`config.mk`:
```
export PLATFORM = sky130hd
export DESIGN_NAME = cten_core_timer
export DESIGN_NICKNAME = d
export VERILOG_FILES = /design/src/cten_pkg.sv /design/src/cten_core_timer.sv
export SDC_FILE = /design/constraint.sdc
export NUM_CORES = 1
export LEC_CHECK = 0
export ABC_AREA = 1
export BUFFER_PORTS_ARGS = -buffer_cell sky130_fd_sc_hd__clkbuf_2
export CAP_MARGIN = 5
export CORE_MARGIN = 3
export CORE_UTILIZATION = 30
export CTS_CLUSTER_SIZE = 16
export DETAILED_ROUTE_END_ITERATION = 7
export GPL_TIMING_DRIVEN = 1
export HOLD_SLACK_MARGIN = 0.08
export PLACE_DENSITY = 0.5
export SLEW_MARGIN = 20
export SYNTH_ARGS = -nofsm -noshare
export SYNTH_HDL_FRONTEND = slang
export SYNTH_SLANG_ARGS = --single-unit
export TNS_END_PERCENT = 30
```
`constraint.sdc`:
```
create_clock -name clk -period 6.2 [get_ports clk]
set_input_delay 0.31 -clock clk [delete_from_list [all_inputs] [get_ports clk]]
set_output_delay 0.31 -clock clk [all_outputs]
set_load 0.1 [all_outputs]
```
`src/cten_pkg.sv`:
```
// Package with register map, field layout and constants of the core timer block
package cten_pkg;

	// ========================================================================
	// Register offsets (byte addresses)
	localparam logic [7:0] CTEN_OFF_CONTROL = 8'h00;
	localparam logic [7:0] CTEN_OFF_COUNT = 8'h04;
	localparam logic [7:0] CTEN_OFF_AUX = 8'h08;

	// ========================================================================
	// Control register field positions
	localparam int CTEN_POS_INSEL = 0;
	localparam int CTEN_POS_MODE = 3;
	localparam int CTEN_POS_RUN = 6;
	localparam int CTEN_POS_SWDIR = 7;
	localparam int CTEN_POS_EXTDIR = 8;
	localparam int CTEN_POS_OUTEN = 9;
	localparam int CTEN_POS_TOGGLE = 10;
	localparam int CTEN_POS_BPS = 11;
	localparam int CTEN_POS_EDGE = 13;
	localparam int CTEN_POS_CHDIR = 14;
	localparam int CTEN_POS_RDIR = 15;

	// Aux register: remote run selects and zero-clear enable
	localparam int CTEN_POS_AUXA_RC = 0;
	localparam int CTEN_POS_AUXB_RC = 1;
	localparam int CTEN_POS_ZCLR = 2;

	// ========================================================================
	// Reset values
	localparam logic [15:0] CTEN_RST_CONTROL = 16'h0000;
	localparam logic [15:0] CTEN_RST_COUNT = 16'h0000;
	localparam logic [2:0] CTEN_RST_AUX = 3'h0;

	// ========================================================================
	// Mode encodings
	localparam logic [2:0] CTEN_MODE_TIMER = 3'h0;
	localparam logic [2:0] CTEN_MODE_COUNTER = 3'h1;
	localparam logic [2:0] CTEN_MODE_GATE_LO = 3'h2;
	localparam logic [2:0] CTEN_MODE_GATE_HI = 3'h3;
	localparam logic [2:0] CTEN_MODE_ENC_ROT = 3'h6;
	localparam logic [2:0] CTEN_MODE_ENC_EDGE = 3'h7;

	// Base prescale: 4 << (bps + insel) module clocks per step
	localparam logic [3:0] CTEN_PRE_BASE_SHIFT = 4'h2;

	// ========================================================================
	// APB request carrier
	typedef struct packed {
		logic sel;
		logic enable;
		logic write;
		logic [7:0] addr;
		logic [31:0] wdata;
	} cten_apb_req_t;

	// Auxiliary-timer facing outputs
	typedef struct packed {
		logic toggle;
		logic shadow;
		logic auxARun;
		logic auxBRun;
	} cten_aux_t;

endpackage : cten_pkg

```
`src/cten_core_timer.sv`:
```
// Core timer with gated, counter and quadrature encoder modes behind an APB slave
`timescale 1ns/1ps

// Behaviour
// - Core timer counts only while the run bit is set, in every mode.
// - Count register is readable and writable by software at any time.
// - Remote run select lets the core run bit start and stop an aux timer.
// - Without external direction enable, direction follows the software bit only.
// - With external enable, up/down pin sets direction; software bit inverts it.
// - Direction changes take effect whether running or stopped.
// - Overflow or underflow toggles latch; shadow follows one clock later.
// - Software write to toggle bit loads latch and shadow together.
// - Toggle pin shows latch when output enabled, otherwise constant high.
// - Mode 000 counts prescaled module clock, prescale from base, bps and input select.
// - Modes 010 and 011 gate counting on input pin low or high.
// - Gated mode advances only when run bit set and gate active.
// - Gate input transitions never raise an interrupt request.
// - Mode 001 steps on selected rising, falling or both input edges.
// - Modes 110 and 111 count quadrature edges on one or both inputs.
// - Encoder direction comes from edge sequence per the quadrature table.
// - Mode 110 raises an interrupt request on each direction change.
// - Mode 111 raises an interrupt request on each count edge.
// - Control register shows rotation direction, direction change and count edge flags.
// - Zero pulse on aux-B input pin can clear the count without software, in modes 110 and 111 only.
// - Software write to count wins over a same-cycle count step.
module cten_core_timer
	import cten_pkg::*;
(
	input wire logic clk,
	input wire logic rst_n,
	input wire logic psel,
	input wire logic penable,
	input wire logic pwrite,
	input wire logic [7:0] paddr,
	input wire logic [31:0] pwdata,
	output logic [31:0] prdata,
	output logic pready,
	output logic pslverr,
	input wire logic coreInputPin,
	input wire logic coreUpdownPin,
	input wire logic auxBInputPin,
	output logic toggleOutputPin,
	output logic coreInterruptRequest,
	output cten_aux_t auxOut
);

	// ========================================================================
	// Bus decode
	cten_apb_req_t req;
	assign req = '{sel: psel, enable: penable, write: pwrite, addr: paddr, wdata: pwdata};

	wire logic accessCyc = req.sel & req.enable;
	// Commit only on the edge that ends the access, so a write lands exactly once
	wire logic commitCyc = accessCyc & pready;
	wire logic hitCtrl = req.addr == CTEN_OFF_CONTROL;
	wire logic hitCount = req.addr == CTEN_OFF_COUNT;
	wire logic hitAux = req.addr == CTEN_OFF_AUX;
	wire logic hitAny = hitCtrl | hitCount | hitAux;
	wire logic wrCtrl = commitCyc & req.write & hitCtrl;
	wire logic wrCount = commitCyc & req.write & hitCount;
	wire logic wrAux = commitCyc & req.write & hitAux;

	// ========================================================================
	// Registers
	logic [15:0] ctrl_ff;
	logic [15:0] count_ff;
	logic [2:0] aux_ff;
	logic toggle_ff;
	logic shadow_ff;
	logic [15:0] pre_ff;
	logic [2:0] inSync1_ff;
	logic [2:0] inSync2_ff;
	logic [2:0] inPrev_ff;
	logic lastDir_ff;
	logic dirKnown_ff;

	wire logic [2:0] insel = ctrl_ff[CTEN_POS_INSEL +: 3];
	wire logic [2:0] mode = ctrl_ff[CTEN_POS_MODE +: 3];
	wire logic runBit = ctrl_ff[CTEN_POS_RUN];
	wire logic swDir = ctrl_ff[CTEN_POS_SWDIR];
	wire logic extDirEn = ctrl_ff[CTEN_POS_EXTDIR];
	wire logic outEn = ctrl_ff[CTEN_POS_OUTEN];
	wire logic [1:0] bps = ctrl_ff[CTEN_POS_BPS +: 2];

	// ========================================================================
	// Input synchronisers, two stages then one history stage
	// sampled inputs
	always_ff @(posedge clk) begin
		if (!rst_n) begin
			inSync1_ff <= 3'h0;
			inSync2_ff <= 3'h0;
			inPrev_ff <= 3'h0;
		end else begin
			inSync1_ff <= {auxBInputPin, coreUpdownPin, coreInputPin};
			inSync2_ff <= inSync1_ff;
			inPrev_ff <= inSync2_ff;
		end
	end

	wire logic inA = inSync2_ff[0];
	wire logic inB = inSync2_ff[1];
	wire logic riseA = inA & ~inPrev_ff[0];
	wire logic fallA = ~inA & inPrev_ff[0];
	wire logic riseB = inB & ~inPrev_ff[1];
	wire logic fallB = ~inB & inPrev_ff[1];
	wire logic zeroPulse = aux_ff[CTEN_POS_ZCLR] & inSync2_ff[2] & ~inPrev_ff[2];

	// ========================================================================
	// Prescaler: free-running divider, tick when masked bits wrap
	// cascaded prescale
	wire logic [3:0] preShift = CTEN_PRE_BASE_SHIFT + 4'(bps) + 4'(insel);
	wire logic [15:0] preMask = 16'((17'h00001 << preShift) - 17'h00001);
	wire logic preTick = (pre_ff & preMask) == preMask;

	always_ff @(posedge clk) begin
		if (!rst_n) begin
			pre_ff <= 16'h0000;
		end else begin
			pre_ff <= pre_ff + 16'h0001;
		end
	end

	// ========================================================================
	// Mode decode and count enable
	wire logic isTimer = mode == CTEN_MODE_TIMER;
	wire logic isCounter = mode == CTEN_MODE_COUNTER;
	wire logic isGated = (mode == CTEN_MODE_GATE_LO) | (mode == CTEN_MODE_GATE_HI);
	wire logic isEnc = (mode == CTEN_MODE_ENC_ROT) | (mode == CTEN_MODE_ENC_EDGE);
	// gate polarity from low mode bit
	wire logic gateActive = inA == mode[0];

	wire logic cntEdge = (insel[0] & riseA) | (insel[1] & fallA);

	wire logic encEdgeA = (riseA | fallA) & (insel[0] | insel == 3'h0);
	wire logic encEdgeB = (riseB | fallB) & (insel[1] | insel == 3'h0);
	wire logic encEdge = encEdgeA | encEdgeB;
	wire logic encDownA = riseA ? inB : ~inB;
	wire logic encDownB = riseB ? ~inA : inA;
	wire logic encDown = encEdgeA ? encDownA : encDownB;

	// software or pin direction, software bit inverts
	wire logic pinDown = extDirEn ? inB : 1'b0;
	// direction is combinational, valid even when stopped
	wire logic stepDown = isEnc ? encDown : (pinDown ^ swDir);

	wire logic step = runBit & ((isTimer & preTick) | (isGated & gateActive & preTick)
		| (isCounter & cntEdge) | (isEnc & encEdge));

	wire logic wrapUp = step & ~stepDown & (count_ff == 16'hffff);
	wire logic wrapDown = step & stepDown & (count_ff == 16'h0000);

	// ========================================================================
	// Count register
	wire logic [15:0] stepped = stepDown ? count_ff - 16'h0001 : count_ff + 16'h0001;

	always_ff @(posedge clk) begin
		if (!rst_n) begin
			count_ff <= CTEN_RST_COUNT;
		end else if (wrCount) begin
			count_ff <= req.wdata[15:0];
		end else if (zeroPulse & isEnc) begin
			count_ff <= 16'h0000;
		end else if (step) begin
			count_ff <= stepped;
		end
	end

	// ========================================================================
	// Toggle latch and shadow
	// software loads both together
	always_ff @(posedge clk) begin
		if (!rst_n) begin
			toggle_ff <= 1'b0;
			shadow_ff <= 1'b0;
		end else if (wrCtrl) begin
			toggle_ff <= req.wdata[CTEN_POS_TOGGLE];
			shadow_ff <= req.wdata[CTEN_POS_TOGGLE];
		end else begin
			toggle_ff <= toggle_ff ^ (wrapUp | wrapDown);
			shadow_ff <= toggle_ff;
		end
	end

	// ========================================================================
	// Encoder status: direction, change and edge flags
	logic rdir_ff;
	logic chdir_ff;
	logic edge_ff;
	wire logic encCount = runBit & isEnc & encEdge;
	wire logic dirChange = encCount & dirKnown_ff & (encDown != lastDir_ff);

	// status flags, hardware set wins over software clear
	always_ff @(posedge clk) begin
		if (!rst_n) begin
			rdir_ff <= 1'b0;
			chdir_ff <= 1'b0;
			edge_ff <= 1'b0;
			lastDir_ff <= 1'b0;
			dirKnown_ff <= 1'b0;
		end else begin
			rdir_ff <= encCount ? encDown : rdir_ff;
			chdir_ff <= dirChange | (chdir_ff & ~(wrCtrl & ~req.wdata[CTEN_POS_CHDIR]));
			edge_ff <= encCount | (edge_ff & ~(wrCtrl & ~req.wdata[CTEN_POS_EDGE]));
			lastDir_ff <= encCount ? encDown : lastDir_ff;
			dirKnown_ff <= dirKnown_ff | encCount;
		end
	end

	// ========================================================================
	// Control and aux registers
	always_ff @(posedge clk) begin
		if (!rst_n) begin
			ctrl_ff <= CTEN_RST_CONTROL;
			aux_ff <= CTEN_RST_AUX;
		end else begin
			if (wrCtrl) begin
				ctrl_ff <= req.wdata[15:0];
			end
			if (wrAux) begin
				aux_ff <= req.wdata[2:0];
			end
		end
	end

	// ========================================================================
	// Interrupt request, one-cycle pulse
	// direction change in rotation mode
	wire logic nxt_irq = (mode == CTEN_MODE_ENC_ROT & dirChange)
		| (mode == CTEN_MODE_ENC_EDGE & encCount);

	// ========================================================================
	// Read data and registered outputs
	wire logic [15:0] ctrlView = {rdir_ff, chdir_ff, edge_ff, ctrl_ff[12:11], toggle_ff,
		ctrl_ff[9:0]};
	wire logic [31:0] nxt_prdata = !hitAny ? 32'h00000000
		: hitCtrl ? {16'h0000, ctrlView}
		: hitCount ? {16'h0000, count_ff}
		: {29'h00000000, aux_ff};
	// Ready one cycle into the access phase, so every access takes exactly one wait
	wire logic nxt_pready = accessCyc & ~pready;

	always_ff @(posedge clk) begin
		if (!rst_n) begin
			prdata <= 32'h00000000;
			pready <= 1'b0;
			pslverr <= 1'b0;
			toggleOutputPin <= 1'b1;
			coreInterruptRequest <= 1'b0;
			auxOut <= '0;
		end else begin
			prdata <= nxt_prdata;
			pready <= nxt_pready;
			pslverr <= nxt_pready & ~hitAny;
			toggleOutputPin <= outEn ? toggle_ff : 1'b1;
			coreInterruptRequest <= nxt_irq;
			auxOut <= '{toggle: toggle_ff, shadow: shadow_ff,
				auxARun: runBit & aux_ff[CTEN_POS_AUXA_RC],
				auxBRun: runBit & aux_ff[CTEN_POS_AUXB_RC]};
		end
	end

endmodule : cten_core_timer

```
After elaboration in Yosys (flattened, before gate mapping)

Cells that the tools add are included.

Bits in registers: 103
Input bits: 48
Logic and storage cells: 137

$add $sub $neg: 6
Equal/unequal tests: 11
Shift-type cells: 1
Multiplexer cells: 13
Bitwise operators: 75
Reduce and logical (&&, ||, !) cells: 8

Operator list:

| cell                                                                   | number |
|---|---|
| 16-bit two-way mux                                                     | 6 |
| 1-bit AND                                                              | 41 |
| 16-bit by 1-bit adder with 16-bit output (second input constant)       | 2 |
| 16-bit by 1-bit subtractor with 16-bit output (second input constant)  | 2 |
| 1-bit bitwise OR                                                       | 18 |
| 16-bit AND                                                             | 1 |
| 16-bit equality test                                                   | 1 |
| 16-bit equality test (second input constant)                           | 1 |
| 16-bit logical NOT                                                     | 1 |
| 1-bit by 4-bit left shift with 16-bit output (first input constant)    | 1 |
| 1-bit NOT                                                              | 13 |
| 8-bit by 3-bit equality test with 1-bit output (second input constant) | 1 |
| 8-bit by 4-bit equality test with 1-bit output (second input constant) | 1 |
| 8-bit logical NOT                                                      | 1 |
| 1-bit two-way mux                                                      | 7 |
| 3-bit by 2-bit equality test with 1-bit output (second input constant) | 2 |
| 3-bit equality test (second input constant)                            | 2 |
| 3-bit logical NOT                                                      | 2 |
| 3-bit by 3-bit adder with 4-bit output                                 | 1 |
| 2-bit AND reduction                                                    | 2 |
| 2-bit by 2-bit adder with 3-bit output (first input constant)          | 1 |
| 3-bit by 1-bit equality test with 1-bit output (second input constant) | 1 |
| 3-bit nonzero test                                                     | 1 |
| 3-bit OR reduction                                                     | 1 |
| 3 further kinds                                                        | 4 |

Logic depth before layout (Yosys ltp)

Depth in word-level cells: 16
Depth in mapped cells: 22
Gate-level depth less buffers: 22

Worst setup path before layout

No wires, ideal clock.

Kind: reg-to-reg
Start point: register ctrl_ff[1]
End point: register count_ff[4]
Setup time: 0.069 ns
Arrival time: 3.086 ns
Slack: 3.045 ns
Cell stages (with the launch flop): 23
Clock period less this slack: 3.155 ns
Cell sequence: dfxtp_1 inv_1 ha_1 nor2_1 fa_1 nor2_4 nand3_1 ha_1 inv_1 nand2_1 nand3_1 nor2_1 nand3_1 nor2_1 nand3_1 nor2_1 nand2_1 nand3_2 nand2_4 nand2_4 buf_12 nand2_2 a21oi_2

Cells in the longest elaborated chain, start to end: 11

RTL lines:

| element                                       | RTL line               | source |
|---|---|---|
| from (decl)                                   | cten_core_timer.sv:65  | `logic [15:0] ctrl_ff;` |
| from (signal assigned)                        | cten_core_timer.sv:217 | `ctrl_ff <= req.wdata[15:0];` |
| 3-bit by 3-bit adder with 4-bit output        | cten_core_timer.sv:111 | `wire logic [3:0] preShift = CTEN_PRE_BASE_SHIFT + 4'(bps) + 4'(insel);` |
| 1-bit by 4-bit left shift with 16-bit output  | cten_core_timer.sv:112 | `wire logic [15:0] preMask = 16'((17'h00001 << preShift) - 17'h00001);` |
| 16-bit by 1-bit subtractor with 16-bit output | cten_core_timer.sv:112 |  |
| 16-bit AND                                    | cten_core_timer.sv:113 | `wire logic preTick = (pre_ff & preMask) == preMask;` |
| 16-bit equality test                          | cten_core_timer.sv:113 |  |
| 1-bit AND                                     | cten_core_timer.sv:146 | `wire logic step = runBit & ((isTimer & preTick) \| (isGated & gateActive & preTick)` |
| 1-bit bitwise OR                              | cten_core_timer.sv:146 |  |
| 1-bit bitwise OR (2 in a row)                 | cten_core_timer.sv:147 | `\| (isCounter & cntEdge) \| (isEnc & encEdge));` |
| 1-bit AND                                     | cten_core_timer.sv:146 |  |
| 3-bit nonzero test (no line)                  | n/a                    |  |
| to (signal assigned)                          | cten_core_timer.sv:160 | `count_ff <= req.wdata[15:0];` |
| to (signal assigned)                          | cten_core_timer.sv:164 | `count_ff <= stepped;` |
| to (decl)                                     | cten_core_timer.sv:66  | `logic [15:0] count_ff;` |

Several ways; a longest one is shown, not always the timed one. The select of a mux whose other input is x is not followed.
A chain may end at the register's enable or synchronous reset.

Worst setup path after layout

Start point: register ctrl_ff[1]
End point: register count_ff[11]

The elaborated chain is that of the path after synthesis.

==> results.py <==
metrics = {
    "cells_and_area": {
        "nets": 834,
        "fin_cells": 983,
        "nFillCells": 1765,
        "syn_to_final_growth_pct": 14.02,
        "antenna_cells": 0,
        "drive_gt1_share_pct": 15.25,
    },
    "clock_tree": {
        "clk-insertion-delay-late_ns": 0.35,
        "clkTransAtPathRegs_ns": 0.07,
        "hold_buffers": 0,
        "cts.path.max_buffers": 2,
        "cts_tree": "built",
        "cts-root-buf": "clkbuf_16",
        "cts_setup_buffers": 0,
        "cts_max_level": 3,
        "cts_made_buffers": 9,
        "ctsResizeCount": 0,
        "clock-sinks": 85,
    },
    "sta": {
        "max_slew_margin_pct": 37.95,
        "setup_violations": 0,
        "maxSlewViolCount": 0,
        "finClkSkew_ns": 0.01056,
        "fin_crit_sh_pct": 60.57,
        "hold_viol_final": 0,
        "clock.fmax_mhz": 266.3,
        "tns_ns": 0,
        "rsz0062_at_grt": "false",
        "fin_crit_ns": 3.755,
        "tightest_slew_ns": 0.9273,
    },
    "critical_path": {
        "slowest_stage": "fa_1",
        "worst_setup_path_end_kind": "flop",
        "crit_arrival_ns": 3.95,
        "path_max_fanout": 17,
        "required_ns": 6.39,
        "start_kind": "flop",
        "rrSetupSlack_ns": 2.44,
        "cp_cell_sequence": "inv_1 -> ha_1 -> nor2_1 -> fa_1 -> nor2_4 -> nand3_1 -> ha_1 -> nand2_2 -> nor2_2 -> nand2_1 -> nor2_1 -> nor2_1 -> nor2_1 -> nand2_1 -> nand3_2 -> nand2_4 -> nand2_4 -> nand2_1 -> a21oi_1",
        "cp_slowest_stage_delay_ns": 0.52,
        "critPathKind": "reg2reg",
        "crit_top_cell": "nor2_1",
    },
    "die": {
        "core_area_sq_um": 16000,
        "ios": 88,
        "initial_core_util_pct": 30.84,
        "die_h_um": 134.3,
        "rows": 46,
        "die_w_um": 134.3,
        "die_area_sq_um": 18020,
    },
    "run_status": {
        "outcome": "complete, no violations",
    },
    "logic_synthesis": {
        "synthCells": 713,
        "synth-seq-cells": 85,
        "synthFlopType": "dfxtp_1",
        "ys_async_sr_fraction_pct": 0,
        "synth_edf_count": 0,
        "synth_cell_type_count": 46,
        "syn_area_per_cell_sq_um": 6.921,
        "synth_area_sq_um": 4935,
        "seq_area_frac_synth_pct": 34.48,
        "yosys_warnings": 0,
    },
    "routing": {
        "post_drt_wl_per_cell_um": 13.65,
        "drtAntennaViolNets": 0,
        "wl_met3_um": 623,
        "drtPass1Iterations": 4,
        "drtIter0Drc": 293,
        "route.detailed.drc": 0,
        "via_per_inst": 4.622,
        "wl_mm": 13.42,
        "routed-via-count": 4543,
        "wl_met1_mm": 6.990,
        "top_layer": "met4",
        "wl_met2_mm": 5.540,
    },
    "placed_design": {
        "dp_hpwl_mm": 10.11,
        "routabilityCongestion": 0.8305,
        "port_buffers": 55,
        "dp_cells": 967,
    },
    "power_and_ir_drop": {
        "power_switching_w": 0.0003060,
        "power_frac_comb_pct": 7.6,
        "p_leak_nw": 2.525,
        "p_int_w": 0.0008604,
        "swShare_pct": 26.24,
        "clkPwrFrac_pct": 45.0,
        "pwr-share-seq_pct": 47.4,
        "power.density_nw_per_um2": 207.3,
        "irDropWorstVdd_uv": 132.4,
    },
    "grt": {
        "grt_overflow_total": 0,
        "grt_pass1_wl_mm": 21.38,
        "grt_max_degree": 38,
        "antenna_found_initial": 0,
        "grt_pass1_vias": 4156,
        "gr-usage-all-layers_pct": 14.91,
    },
    "job": {
        "drv_cap": 0,
    },
    "hold_path": {
        "worstHoldPathType": "in2reg",
    },
}
## routing by layer
metal | GRT usage (%) | vias up
met1 | 21.58 | 2020
met5 | 0 | -
li1 | - | 2405
met3 | 3.338 | 19
met4 | 4.468 | 0
met2 | 22.09 | 99
## state kept, by name, indices dropped and copies added, names as in the netlist
register,flops
count_ff,16
prdata,16
pre_ff,15
ctrl_ff,12
auxOut,4
aux_ff,3
inPrev_ff,3
inSync1_ff,3
inSync2_ff,3
chdir_ff,1
coreInterruptRequest,1
dirKnown_ff,1
edge_ff,1
pready,1
pslverr,1
rdir_ff,1
shadow_ff,1
toggleOutputPin,1
toggle_ff,1
## stage by stage
| stage | hold slack (ns) | worst slack [ns] | power [W] | utilization [%] | instance area [sq um] |
|---|---|---|---|---|---|
| floorplan | 0.3894 | 3.045 | 0.0006414 | - | 4991 |
| global placement | 0.4073 | 2.456 | 0.0006540 | 33.38 | 5340 |
| detailed placement | 0.4064 | 2.463 | 0.0006543 | 33.38 | 5340 |
| CTS | 0.1378 | 2.445 | 0.001190 | 35.17 | 5627 |
| global route | 0.1622 | 2.038 | 0.001212 | 35.17 | 5627 |
| finish | 0.1529 | 2.445 | 0.001166 | 35.17 | 5627 |
## synthesized netlist by cell type, types with 9 or more instances
cell type  instances  area, sq um
nand2_1          166        623.1
inv_1             87        326.6
dfxtp_1           85         1702
a21oi_1           63        315.3
nor2_1            50        187.7
nand3_1           47        235.2
o21ai_0           40        200.2
ha_1              22        275.3
buf_4             16        120.1
nand4_1           16        100.1
nand2_2           13        81.33
clkbuf_1          11        41.29
nor3_1            10        50.05
a21oi_2            9        78.83
## cell usage in the layout (no fill, tap or decap), drive strengths merged, types with 2 or more instances in the layout
cell type and count:
a31oi 4, dfxtp 85, xnor2 5, conb 16, inv 95, o21ai 42, clkinv 3, nand4 16
xor2 6, nor2 57, fa 2, nand3b 2, ha 22, a21o 2, nor4 6, a21oi 72
o22ai 5, o21bai 3, clkbuf 67, nor3 11, nand3 50, a211oi 4, nand2 181, nor3b 2
## logic make-up after synthesis
group                      count (synthesis)  share of synthesized area (%)
adders and majority gates                 24                          6.389
and+or+nand+nor                          326                          29.84
DFF                                       85                          34.48
xor gates and xnor gates                  11                          1.952
other                                      1                        0.07599
AOI/OAI and AO/OA                        138                          15.80
buffers and inverters                    128                          11.46
## power groups by stage
stage / Combinational [W] / Sequential [W] / Clock, W
2_1_floorplan: 0.0000727 / 0.000569 / 0
3_3_place_gp: 0.0000886 / 0.000565 / 0
3_5_place_dp: 0.0000888 / 0.000566 / 0
4_1_cts: 0.0000889 / 0.000553 / 0.000548
5_1_grt: 0.0000947 / 0.000553 / 0.000564
6_report: 0.0000882 / 0.000553 / 0.000525
## worst max-delay path, delay by kind of cell (launching register included)
| kind | cells | cell delay [ns] |
|---|---|---|
| flops | 1 | 0.44 |
| compound gates | 1 | 0.06 |
| fa+ha+maj | 3 | 1.15 |
| buf+inv | 1 | 0.07 |
| simple gates | 14 | 1.85 |
## cell type report
class | instances | area [sq um] | area share, %
Clock buffer | 12 | 256.5 | 4.559
Sequential cell | 85 | 1702 | 30.24
Multi-Input combinational cell | 515 | 2729 | 48.50
Clock inverter | 4 | 30.03 | 0.5337
Tap cell | 216 | 270.3 | 4.803
Inverter | 95 | 356.6 | 6.338
Timing Repair Buffer | 56 | 282.8 | 5.026
## final timing paths
check	from	endpoint	depth (start not counted)
worst max-delay path	ctrl_ff[1]	count_ff[11]	19
worst min-delay path	auxBInputPin	inSync1_ff[2]	3
worst max register to register	ctrl_ff[1]	count_ff[11]	19
worst min register to register	inSync1_ff[1]	inSync2_ff[1]	2
Note: power is estimated with default switching activity, not from simulation.
